## config.mk

```make
export PLATFORM = sky130hd
export DESIGN_NAME = ipb_bank
export DESIGN_NICKNAME = d
export VERILOG_FILES = /design/src/ipb_pkg.sv /design/src/ipb_prio_reg.sv /design/src/ipb_apb_slave.sv /design/src/ipb_bank.sv
export SDC_FILE = /design/constraint.sdc
export NUM_CORES = 1
export LEC_CHECK = 0
export ABC_AREA = 0
export BUFFER_PORTS_ARGS = -buffer_cell sky130_fd_sc_hd__buf_4
export CAP_MARGIN = 10
export CORE_ASPECT_RATIO = 0.75
export CORE_MARGIN = 2
export CORE_UTILIZATION = 40
export CTS_CLUSTER_DIAMETER = 120
export CTS_CLUSTER_SIZE = 30
export DETAILED_ROUTE_END_ITERATION = 8
export PLACE_DENSITY = 0.74
export SLEW_MARGIN = 20
export SYNTH_ARGS = -nofsm -noshare
export SYNTH_HDL_FRONTEND = slang
export SYNTH_SLANG_ARGS = --single-unit
```

## constraint.sdc

```tcl
create_clock -name pclk -period 28.8 [get_ports pclk]
set_input_delay 0 -clock pclk [delete_from_list [all_inputs] [get_ports pclk]]
set_output_delay 0 -clock pclk [all_outputs]
set_load 0.02 [all_outputs]
```

## src/ipb_pkg.sv

```systemverilog
// ipb_pkg: register map, field layout and reset values of the upper
// interrupt priority bank; shared by the bus slave, the registers and the top.
package ipb_pkg;

  // bus geometry
  localparam int          IPB_ADDR_W   = 8;
  localparam int          IPB_DATA_W   = 32;
  localparam int          IPB_REG_W    = 16;
  localparam int          IPB_NREG     = 7;
  localparam int          IPB_NSRC     = 15;
  localparam int          IPB_PRIO_W   = 3;

  // byte offsets of the seven priority registers
  localparam logic [7:0]  IPB_OFF_A    = 8'h00;
  localparam logic [7:0]  IPB_OFF_B    = 8'h04;
  localparam logic [7:0]  IPB_OFF_C    = 8'h08;
  localparam logic [7:0]  IPB_OFF_D    = 8'h0C;
  localparam logic [7:0]  IPB_OFF_E    = 8'h10;
  localparam logic [7:0]  IPB_OFF_F    = 8'h14;
  localparam logic [7:0]  IPB_OFF_G    = 8'h18;
  localparam logic [7:0]  IPB_OFF [IPB_NREG] = '{IPB_OFF_A, IPB_OFF_B, IPB_OFF_C, IPB_OFF_D,
                                                 IPB_OFF_E, IPB_OFF_F, IPB_OFF_G};

  // implemented bits per register; everything else is stuck at zero
  localparam logic [15:0] IPB_MASK [IPB_NREG] = '{16'h7777, 16'h0077, 16'h0770, 16'h0770,
                                                  16'h0700, 16'h7770, 16'h0007};
  // each field resets to 3'b100, priority level 4
  localparam logic [15:0] IPB_RST  [IPB_NREG] = '{16'h4444, 16'h0044, 16'h0440, 16'h0440,
                                                  16'h0400, 16'h4440, 16'h0004};

  // source order: compare7, compare6, compare5, capture6, parallel port, compare8,
  // twowire2 master, twowire2 slave, ext irq4, ext irq3, calendar, checksum error,
  // serial2 error, serial1 error, low voltage
  localparam int IPB_SRC_REG [IPB_NSRC] = '{0, 0, 0, 0, 1, 1, 2, 2, 3, 3, 4, 5, 5, 5, 6};
  localparam int IPB_SRC_LSB [IPB_NSRC] = '{12, 8, 4, 0, 4, 0, 8, 4, 8, 4, 8, 12, 8, 4, 0};

  // priority codes
  localparam logic [2:0]  IPB_PRIO_OFF = 3'h0;
  localparam logic [2:0]  IPB_PRIO_MIN = 3'h1;
  localparam logic [2:0]  IPB_PRIO_MAX = 3'h7;
  localparam logic [2:0]  IPB_PRIO_RST = 3'h4;

endpackage

```

## src/ipb_prio_reg.sv

```systemverilog
// ipb_prio_reg: one 16-bit priority register with implemented-bit mask,
// byte-lane writes and reset value; assumes a single-cycle write strobe.
`timescale 1ns/1ps
module ipb_prio_reg
  import ipb_pkg::*;
#(
  parameter logic [15:0] RST  = 16'h0000,
  parameter logic [15:0] MASK = 16'h0000
) (
  input  wire logic        pclk,
  input  wire logic        presetn,
  input  wire logic        wr_en,
  input  wire logic [1:0]  wr_lane,
  input  wire logic [15:0] wr_data,
  output logic      [15:0] value,
  output logic      [15:0] next_value
);

  typedef struct packed {
    logic [15:0] val;
  } ipb_reg_state_type;

  ipb_reg_state_type r_q;
  ipb_reg_state_type r_d;

  // a reset value outside the mask would show bits that read one until their lane is written
  if ((RST & ~MASK) != 16'h0000) begin : g_bad_rst
    $error("reset value sets unimplemented bits");
  end

  // unused bits never take a write, so they always read zero
  always_comb begin
    r_d = r_q;
    if (wr_en && wr_lane[0]) begin
      r_d.val[7:0] = wr_data[7:0] & MASK[7:0];
    end
    if (wr_en && wr_lane[1]) begin
      r_d.val[15:8] = wr_data[15:8] & MASK[15:8];
    end
    next_value = r_d.val;
  end

  // state register
  always_ff @(posedge pclk or negedge presetn) begin
    if (!presetn) begin
      r_q.val <= RST;
    end else begin
      r_q <= r_d;
    end
  end

  assign value = r_q.val;

endmodule // ipb_prio_reg

```

## src/ipb_apb_slave.sv

```systemverilog
// ipb_apb_slave: APB slave front end with one wait state; decodes the
// seven register words, registers read data and flags unmapped addresses.
`timescale 1ns/1ps
module ipb_apb_slave
  import ipb_pkg::*;
(
  input  wire logic                  pclk,
  input  wire logic                  presetn,
  input  wire logic                  psel,
  input  wire logic                  penable,
  input  wire logic                  pwrite,
  input  wire logic [IPB_ADDR_W-1:0] paddr,
  input  wire logic [15:0]           rd_word [IPB_NREG],
  output logic      [IPB_DATA_W-1:0] prdata,
  output logic                       pready,
  output logic                       pslverr,
  output logic      [IPB_NREG-1:0]   wr_sel
);

  typedef struct packed {
    logic [IPB_DATA_W-1:0] rdata;
    logic                  ready;
    logic                  err;
  } ipb_apb_state_type;

  ipb_apb_state_type s_q;
  ipb_apb_state_type s_d;

  // one-hot word select; misaligned or unlisted addresses select nothing
  function automatic logic [IPB_NREG-1:0] decode(input logic [IPB_ADDR_W-1:0] a);
    logic [IPB_NREG-1:0] hit;
    hit = '0;
    for (int i = 0; i < IPB_NREG; i++) begin
      hit[i] = (a == IPB_OFF[i]);
    end
    return hit;
  endfunction

  logic [IPB_NREG-1:0] hit;
  logic                access;

  // ready is raised one cycle into the access phase so read data is a flop
  always_comb begin
    hit    = decode(paddr);
    access = psel && penable;
    s_d    = s_q;
    s_d.ready = access && !s_q.ready;
    s_d.err   = access && !s_q.ready && (hit == '0);
    if (access && !s_q.ready) begin
      s_d.rdata = '0;
      for (int i = 0; i < IPB_NREG; i++) begin
        if (hit[i] && !pwrite) begin
          s_d.rdata[15:0] = rd_word[i];
        end
      end
    end
    wr_sel = (access && s_q.ready && pwrite) ? hit : '0;
  end

  // state register
  always_ff @(posedge pclk or negedge presetn) begin
    if (!presetn) begin
      s_q <= '0;
    end else begin
      s_q <= s_d;
    end
  end

  assign prdata  = s_q.rdata;
  assign pready  = s_q.ready;
  assign pslverr = s_q.err;

endmodule // ipb_apb_slave

```

## src/ipb_bank.sv

```systemverilog
// ipb_bank: upper interrupt priority bank, seven software registers that
// hold 3-bit priorities for fifteen sources, read and written over APB.
// Assumes the arbiter samples the priority outputs on pclk.
//
// Summary of operation
// - field 3'b111 means priority 7, the highest level
// - field 3'b000 disables its source; it is never granted
// - field 3'b001 is level 1, codes 2 to 6 map linearly
// - unused bits ignore writes and read as zero
// - after reset every field reads 3'b100, level 4
// - implemented bits are read/write and read back the last write
// - set a: compare7 14-12, compare6 10-8, compare5 6-4, capture6 2-0
// - set b: parallel port 6-4, compare8 2-0, bits 15-7 unused
// - set c: twowire2 master 10-8, twowire2 slave 6-4
// - set d: ext irq4 10-8, ext irq3 6-4
// - set e: calendar 10-8, other bits unused
// - set f: checksum error 14-12, serial2 error 10-8, serial1 error 6-4
// - set g: low voltage 2-0, bits 15-3 unused
`timescale 1ns/1ps
module ipb_bank
  import ipb_pkg::*;
(
  input  wire logic                  pclk,
  input  wire logic                  presetn,
  input  wire logic                  psel,
  input  wire logic                  penable,
  input  wire logic                  pwrite,
  input  wire logic [IPB_ADDR_W-1:0] paddr,
  input  wire logic [IPB_DATA_W-1:0] pwdata,
  input  wire logic [3:0]            pstrb,
  output logic      [IPB_DATA_W-1:0] prdata,
  output logic                       pready,
  output logic                       pslverr,
  output logic      [2:0]            compare7_priority,
  output logic      [2:0]            compare6_priority,
  output logic      [2:0]            compare5_priority,
  output logic      [2:0]            capture6_priority,
  output logic      [2:0]            parallel_port_priority,
  output logic      [2:0]            compare8_priority,
  output logic      [2:0]            twowire2_master_priority,
  output logic      [2:0]            twowire2_slave_priority,
  output logic      [2:0]            ext_irq4_priority,
  output logic      [2:0]            ext_irq3_priority,
  output logic      [2:0]            calendar_priority,
  output logic      [2:0]            checksum_error_priority,
  output logic      [2:0]            serial2_error_priority,
  output logic      [2:0]            serial1_error_priority,
  output logic      [2:0]            low_voltage_priority,
  output logic      [IPB_NSRC-1:0]   source_live,
  output logic      [2:0]            top_level
);

  typedef struct packed {
    logic [IPB_NSRC-1:0] live;
    logic [2:0]          top;
    logic                first;
  } ipb_bank_state_type;

  ipb_bank_state_type b_q;
  ipb_bank_state_type b_d;

  logic [15:0]         reg_q  [IPB_NREG];
  logic [15:0]         reg_nx [IPB_NREG];
  logic [IPB_NREG-1:0] wr_sel;
  logic [2:0]          prio_nx [IPB_NSRC];

  // pull one 3-bit field out of a register word
  function automatic logic [2:0] field(input logic [15:0] w, input int lsb);
    logic [15:0] sh;
    sh = w >> lsb;
    return sh[2:0];
  endfunction

  // bus front end
  ipb_apb_slave u_apb (
    .pclk    (pclk),
    .presetn (presetn),
    .psel    (psel),
    .penable (penable),
    .pwrite  (pwrite),
    .paddr   (paddr),
    .rd_word (reg_q),
    .prdata  (prdata),
    .pready  (pready),
    .pslverr (pslverr),
    .wr_sel  (wr_sel)
  );

  // the seven priority registers, each with its own mask and reset value
  for (genvar g = 0; g < IPB_NREG; g++) begin : g_reg
    ipb_prio_reg #(
      .RST  (IPB_RST[g]),
      .MASK (IPB_MASK[g])
    ) u_reg (
      .pclk       (pclk),
      .presetn    (presetn),
      .wr_en      (wr_sel[g]),
      .wr_lane    (pstrb[1:0]),
      .wr_data    (pwdata[15:0]),
      .value      (reg_q[g]),
      .next_value (reg_nx[g])
    );
  end

  // field wiring straight from the register flops, so a write shows next cycle
  assign compare7_priority        = field(reg_q[0], IPB_SRC_LSB[0]);
  assign compare6_priority        = field(reg_q[0], IPB_SRC_LSB[1]);
  assign compare5_priority        = field(reg_q[0], IPB_SRC_LSB[2]);
  assign capture6_priority        = field(reg_q[0], IPB_SRC_LSB[3]);
  assign parallel_port_priority   = field(reg_q[1], IPB_SRC_LSB[4]);
  assign compare8_priority        = field(reg_q[1], IPB_SRC_LSB[5]);
  assign twowire2_master_priority = field(reg_q[2], IPB_SRC_LSB[6]);
  assign twowire2_slave_priority  = field(reg_q[2], IPB_SRC_LSB[7]);
  assign ext_irq4_priority        = field(reg_q[3], IPB_SRC_LSB[8]);
  assign ext_irq3_priority        = field(reg_q[3], IPB_SRC_LSB[9]);
  assign calendar_priority        = field(reg_q[4], IPB_SRC_LSB[10]);
  assign checksum_error_priority  = field(reg_q[5], IPB_SRC_LSB[11]);
  assign serial2_error_priority   = field(reg_q[5], IPB_SRC_LSB[12]);
  assign serial1_error_priority   = field(reg_q[5], IPB_SRC_LSB[13]);
  assign low_voltage_priority     = field(reg_q[6], IPB_SRC_LSB[14]);

  // live flags and the highest level are built from next values so that
  // they change in the same cycle as the priority outputs themselves
  always_comb begin
    b_d       = b_q;
    b_d.first = 1'b0;
    b_d.top   = IPB_PRIO_OFF;
    for (int i = 0; i < IPB_NSRC; i++) begin
      prio_nx[i]  = field(reg_nx[IPB_SRC_REG[i]], IPB_SRC_LSB[i]);
      b_d.live[i] = (prio_nx[i] != IPB_PRIO_OFF);
      // the code is the level itself: 7 highest, 1 lowest active
      if (prio_nx[i] > b_d.top) begin
        b_d.top = prio_nx[i];
      end
    end
  end

  // state register; reset values match the register reset of level 4
  always_ff @(posedge pclk or negedge presetn) begin
    if (!presetn) begin
      b_q.live  <= '1;
      b_q.top   <= IPB_PRIO_RST;
      b_q.first <= 1'b1;
    end else begin
      b_q <= b_d;
    end
  end

  assign source_live = b_q.live;
  assign top_level   = b_q.top;

  // ---- assertions ----------------------------------------------------------

  logic [2:0] prio_q [IPB_NSRC];
  logic       rd_done;
  logic       wr_done;
  logic [IPB_NSRC-1:0] live_ref;
  logic [2:0]          top_ref;
  logic [15:0]         lane_bits;
  logic [15:0]         wr_expect [IPB_NREG];

  always_comb begin
    prio_q = '{compare7_priority, compare6_priority, compare5_priority,
               capture6_priority, parallel_port_priority, compare8_priority,
               twowire2_master_priority, twowire2_slave_priority,
               ext_irq4_priority, ext_irq3_priority, calendar_priority,
               checksum_error_priority, serial2_error_priority,
               serial1_error_priority, low_voltage_priority};
    rd_done = psel && penable && pready && !pwrite && !pslverr;
    wr_done = psel && penable && pready && pwrite && !pslverr;
    // reference taken from the output pins, not from the next-value path,
    // so a slip in the registered live/top logic cannot hide itself
    top_ref = IPB_PRIO_OFF;
    for (int i = 0; i < IPB_NSRC; i++) begin
      live_ref[i] = (prio_q[i] != IPB_PRIO_OFF);
      if (prio_q[i] > top_ref) begin
        top_ref = prio_q[i];
      end
    end
    // word a write must leave behind: lane by lane, then masked
    lane_bits = {{8{pstrb[1]}}, {8{pstrb[0]}}};
    for (int w = 0; w < IPB_NREG; w++) begin
      wr_expect[w] = ((pwdata[15:0] & lane_bits) | (reg_q[w] & ~lane_bits)) & IPB_MASK[w];
    end
  end

  // every register: a completed write leaves the lane-merged, masked word,
  // and no unimplemented bit can ever be seen set
  for (genvar g = 0; g < IPB_NREG; g++) begin : g_reg_chk

  end
endmodule // ipb_bank

```

## Yosys cells after proc, flatten, opt, wreduce, memory -nomap -nowiden

Index checks and enable logic that the tools add are counted.

- Logic and storage cells: 109
- Input bits: 49
- Output and inout bits: 97
- Register bits after elaboration: 81

- Equal/unequal tests: 6
- Reduce and logical (&&, ||, !) cells: 42
- Multiplexer cells: 34
- Order comparisons: 15

Operators by type and width:

| operator | count |
|---|---|
| $mux W15 | 7 |
| $mux W3 | 19 |
| $mux W7 | 8 |
| $reduce_bool A3 Y1 | 15 |
| $gt A3 B3 Y1 | 14 |
| $eq A8 B5 Y1 const B | 3 |
| $logic_and A1 B1 Y1 | 23 |
| $eq A8 B4 Y1 const B | 2 |
| $eq A8 B3 Y1 const B | 1 |
| $logic_not A8 Y1 | 1 |
| $logic_not A7 Y1 | 1 |
| $gt A3 B1 Y1 const B | 1 |
| $logic_not A1 Y1 | 2 |

## Longest topological paths before layout

- Depth after elaboration: 36
- Depth in mapped cells: 96
- Depth with buffers taken out: 92

## Hierarchy

Synthesis repeated with hierarchy kept, for this count alone.

- Cells, all modules: 795
- Area total of the unflattened synthesis: 8,515.7 um^2

Modules (own cells, without submodules):

| module | area an instance (um^2) | seq. area each (um^2) | times used | cells an instance |
|---|---|---|---|---|
| ipb_bank | 2,533.7 | 470.5 | 1 | 297 |
| ipb_apb_slave | 2,080.7 | 450.4 | 1 | 260 |
| ipb_prio_reg at g_reg[2].u_reg ... | 546.8 | 402.9 | 2 | 34 |
| ipb_prio_reg at g_reg[4].u_reg ... | 544.3 | 401.6 | 2 | 34 |
| ipb_prio_reg at g_reg[0].u_reg | 580.6 | 405.4 | 1 | 34 |
| ipb_prio_reg at g_reg[1].u_reg | 573.0 | 402.9 | 1 | 34 |
| ipb_prio_reg at g_reg[5].u_reg | 565.5 | 404.1 | 1 | 34 |

## Worst setup path before layout

OpenSTA, ideal clock, no wires.

- Path kind: register -> register
- From: register u_apb.s_q (netlist bit u_apb.pready)
- To: register b_q (netlist bit top_level[1])
- Setup time: 0.124 ns
- Path slack: 11.984 ns
- Stages on the path, launching flop included: 86
- Required time: 28.676 ns
- Buffers on the path: 2
- Clock period less this slack: 16.816 ns
- Arrival time: 16.693 ns
- Cells stage by stage: dfrtp_1 -> and4_4 -> buf_6 -> and4_1 -> buf_6 -> mux2i_1 -> inv_1 -> ha_1 -> and3b_2 -> o21ai_0 -> mux2_4 -> ha_1 -> nor2b_1 -> o21a_1 -> o21a_1 -> a21oi_1 -> ha_1 -> nor2b_1 -> [50 not listed] -> nand2_1 -> o31a_1 -> nand2_1 -> nor2_1 -> ha_1 -> a21o_1 -> a21oi_1 -> a31o_2 -> o21ai_0 -> o22ai_1 -> ha_1 -> nor2b_1 -> o21ai_0 -> inv_1 -> o21a_1 -> nor2_1 -> a22oi_1 -> o31a_1

RTL lines:

| element | line | RTL |
|---|---|---|
| start, declared | ipb_apb_slave.sv:26 | `ipb_apb_state_type s_q;` |
| start signal, assigned | ipb_apb_slave.sv:63 | `s_q <= '0;` |
| start signal, assigned | ipb_apb_slave.sv:65 | `s_q <= s_d;` |
| end, declared | ipb_bank.sv:59 | `ipb_bank_state_type b_q;` |

==> impl_metrics.py <==
metrics = {
    "routing": {
        "wl_um": 17760,
        "drt_pass1_iterations": 6,
        "wl_per_cell_um": 20.61,
        "antenna_left": 0,
        "drtIter0Drc": 497,
        "via_count": 5038,
        "viasPerCell": 5.845,
        "drc": 0,
    },
    "clock_network": {
        "cts_buffers": 9,
        "root_buffer": "clkbuf_16",
        "htreeDepth": 3,
        "cts_sinks": 77,
        "ctsLongestPathBuffers": 2,
        "clkTransAtPathRegs_ps": 60,
        "post_cts_buffers": 0,
        "clk_latency_ps": 350,
        "cts_tree": "built",
    },
    "logic_synthesis": {
        "synth.largest_area_cell": "dfrtp_1",
        "ys.flop_type": "dfrtp_1",
        "synthArstFlopShare": 1.000,
        "synth_cell_type_count": 67,
        "syn_inst": 575,
        "yosysMostFrequentCell": "inv_1",
        "netlist_area_um2": 5398,
        "yosysSeqAreaShare": 0.3642,
        "yosysWarnings": 0,
        "avgSynthCellArea_um2": 9.387,
        "synth.top_cell.area_share": 0.2133,
        "synth_common_cells": "53 x inv_1, 46 x dfrtp_1, 46 x nand2_1",
        "synth_edf_count": 0,
        "ys_ff_latch": 77,
        "synth_area_leaders": "dfrtp_1 21%, dfstp_2 15%, ha_1 9.7%",
    },
    "power_and_ir_drop": {
        "power_frac_seq": 0.178,
        "internal_power_mw": 0.3572,
        "combPwrFrac": 0.659,
        "netSwitchingPower_mw": 0.3184,
        "power_frac_clock": 0.163,
        "switching_share": 0.4713,
        "power_density_nw_per_um2": 102.2,
        "peakVddDrop_mv": 0.09667,
        "power.total_mw": 0.6756,
        "power.leakage_nw": 3.543,
    },
    "setup_path": {
        "rr_endpoint": "top_level[1]",
        "cp_data_required_time_ps": 29030,
        "crit_path_end_kind": "register",
        "crit-reg2reg-launch": "u_apb.pready",
        "rr_worst_depth": 83,
        "cp_slowest_cell": "dlygate4sd3_1",
        "crit_path_max_incr_delay_ps": 530,
        "critPathMostFrequentCell": "ha_1",
        "endpoint": "top_level[1]",
        "worst-path-max-fanout": 12,
        "crit_path_start": "paddr[4]",
        "r2r_setup_slack_ps": 8660,
        "critPathKind": "in2reg",
        "worst_setup_path_start_kind": "input pin",
        "cp.arrival_ps": 20480,
    },
    "die": {
        "io_pins": 146,
        "fp.dieH_um": 104.6,
        "die_area_um2": 14450,
        "placement_rows": 36,
        "core_um2": 13060,
        "initial_core_util": 0.4132,
        "die_x_um": 138.1,
    },
    "layout": {
        "design_area_um2": 6608,
        "layout-drive-gt1-share": 0.2793,
        "final_core_util": 0.5058,
        "antennaDiodeCount": 0,
        "final_nets": 777,
        "num-fill-cells": 1226,
        "area_delta_synth_final_pct": 22.42,
    },
    "placement": {
        "port_buffers": 103,
        "hpwl_um": 13950,
        "place.gp.congestion": 0.9425,
        "place_area_um2": 6220,
    },
    "timing": {
        "worst_pin_slew_ps": 1005,
        "rsz0062_at_grt": "no",
        "finClkSkew_ps": 5.522,
        "timing.final.crit_share": 0.7032,
        "slew_violations": 0,
        "setup_tns_ps": 0,
        "hold_viol": 0,
        "fmax_ghz": 0.04938,
        "whs_ps": 0.6406,
        "finalSetupViolCount": 0,
        "fin_crit_ps": 20250,
        "max-slew-margin-rel": 0.3301,
    },
    "grt": {
        "grt_pass1_vias": 4730,
        "grt_max_degree": 78,
        "track_usage": 0.2458,
        "grt_pass1_wl_um": 27620,
        "antenna_found_initial": 0,
        "grt_remaining_overflow": 0,
    },
    "job": {
        "drv_cap": 0,
    },
    "outcome": {
        "outcome": "completed",
    },
    "worst_hold_path": {
        "hold_class": "in2reg",
    },
}
[cells in the final DEF, fill, tap and decap left out, types with 5 or more instances in the layout]
| master | instances |
|---|---|
| o21ai_0 | 24 |
| clkbuf_16 | 9 |
| nor3_1 | 9 |
| mux2_2 | 14 |
| o21a_1 | 6 |
| inv_1 | 53 |
| a211oi_1 | 6 |
| buf_4 | 105 |
| mux2i_1 | 29 |
| nand3b_1 | 9 |
| or3_1 | 9 |
| dfstp_2 | 31 |
| dfrtp_1 | 46 |
| dlygate4sd3_1 | 10 |
| a21o_1 | 6 |
| nor2b_1 | 6 |
| nand4_1 | 7 |
| nor2_1 | 38 |
| nand2_1 | 46 |
| o22ai_1 | 5 |
| a32oi_1 | 5 |
| ha_1 | 42 |
| a31oi_1 | 12 |
| a22oi_1 | 14 |
| a21oi_1 | 28 |
| conb_1 | 20 |
| a222oi_1 | 5 |
| nand3_1 | 22 |
[per-stage QoR]
step | instances | setup WS, ps
finish | 862 | 8549
global route | 862 | 7274
CTS | 862 | 9001
detailed placement | 836 | 9202
global placement | 836 | 9472
floorplan | 594 | 11980
[worst min path at each step]
stage,depth (start not counted),end,start,slack (ps)
final,3,g_reg[0].u_reg.value[10],pwdata[10],0.6
after global routing,3,g_reg[1].u_reg.value[6],pwdata[6],8
after CTS,3,g_reg[1].u_reg.value[6],pwdata[6],0.1
after detailed placement,1,u_apb.prdata[13],presetn,230
after global placement,1,top_level[1],presetn,210
after floorplan,0,g_reg[0].u_reg.value[0],presetn,-300
[kinds of logic after synthesis]
group	after synthesis	share of synthesized area
and+or+nand+nor	176	0.1803
DFF	77	0.3642
other	1	0.0006947
AOI/OAI and AO/OA	146	0.1847
muxes	45	0.08855
buffers and inverters	88	0.08414
adders and majority gates	42	0.09736
[sequential cells by signal, indices dropped and copies added (netlist names)]
| register | cells |
|---|---|
| top_level | 3 |
| u_apb.prdata | 12 |
| u_apb.pslverr | 1 |
| g.u_reg.value | 45 |
| source_live | 15 |
| u_apb.pready | 1 |
[metal layers]
layer,part of all wire,global-route usage,routed length (um)
met1,0.47,0.3669,8335
met2,0.42,0.3557,7534
met3,0.087,0.05545,1546
met4,0.020,0.06706,347
met5,0,0,0
[power groups by stage]
stage	combinational (mW)	sequential, mW	clock, mW
after detailed placement	0.430	0.122	0
final	0.445	0.120	0.110
after floorplan	0.324	0.127	0
after global placement	0.416	0.122	0
after CTS	0.435	0.120	0.112
after global routing	0.494	0.121	0.116
[what timing repair did]
item,CTS,global route
endpoints found under the hold margin,57,0
hold buffers,10,0
gates resized for setup,0,0
[critical path: cells and delay by family]
family	cells	cell delay, ps
fa+ha+maj	14	4120
simple gates	28	5460
compound gates	35	8620
buf+inv	6	1210
mux	3	1050
[area by class of cell]
cell class | instances | area, um2 | share of cell area
inverters | 54 | 202.7 | 0.03068
repair buffers | 115 | 888.4 | 0.1344
clock buffers | 9 | 225.2 | 0.03408
well taps | 171 | 214.0 | 0.03238
clock inverters | 7 | 57.56 | 0.008710
flip-flops and latches | 77 | 1966 | 0.2975
multi-input cells | 429 | 3054 | 0.4622
Power figures use the tool's default switching activity.
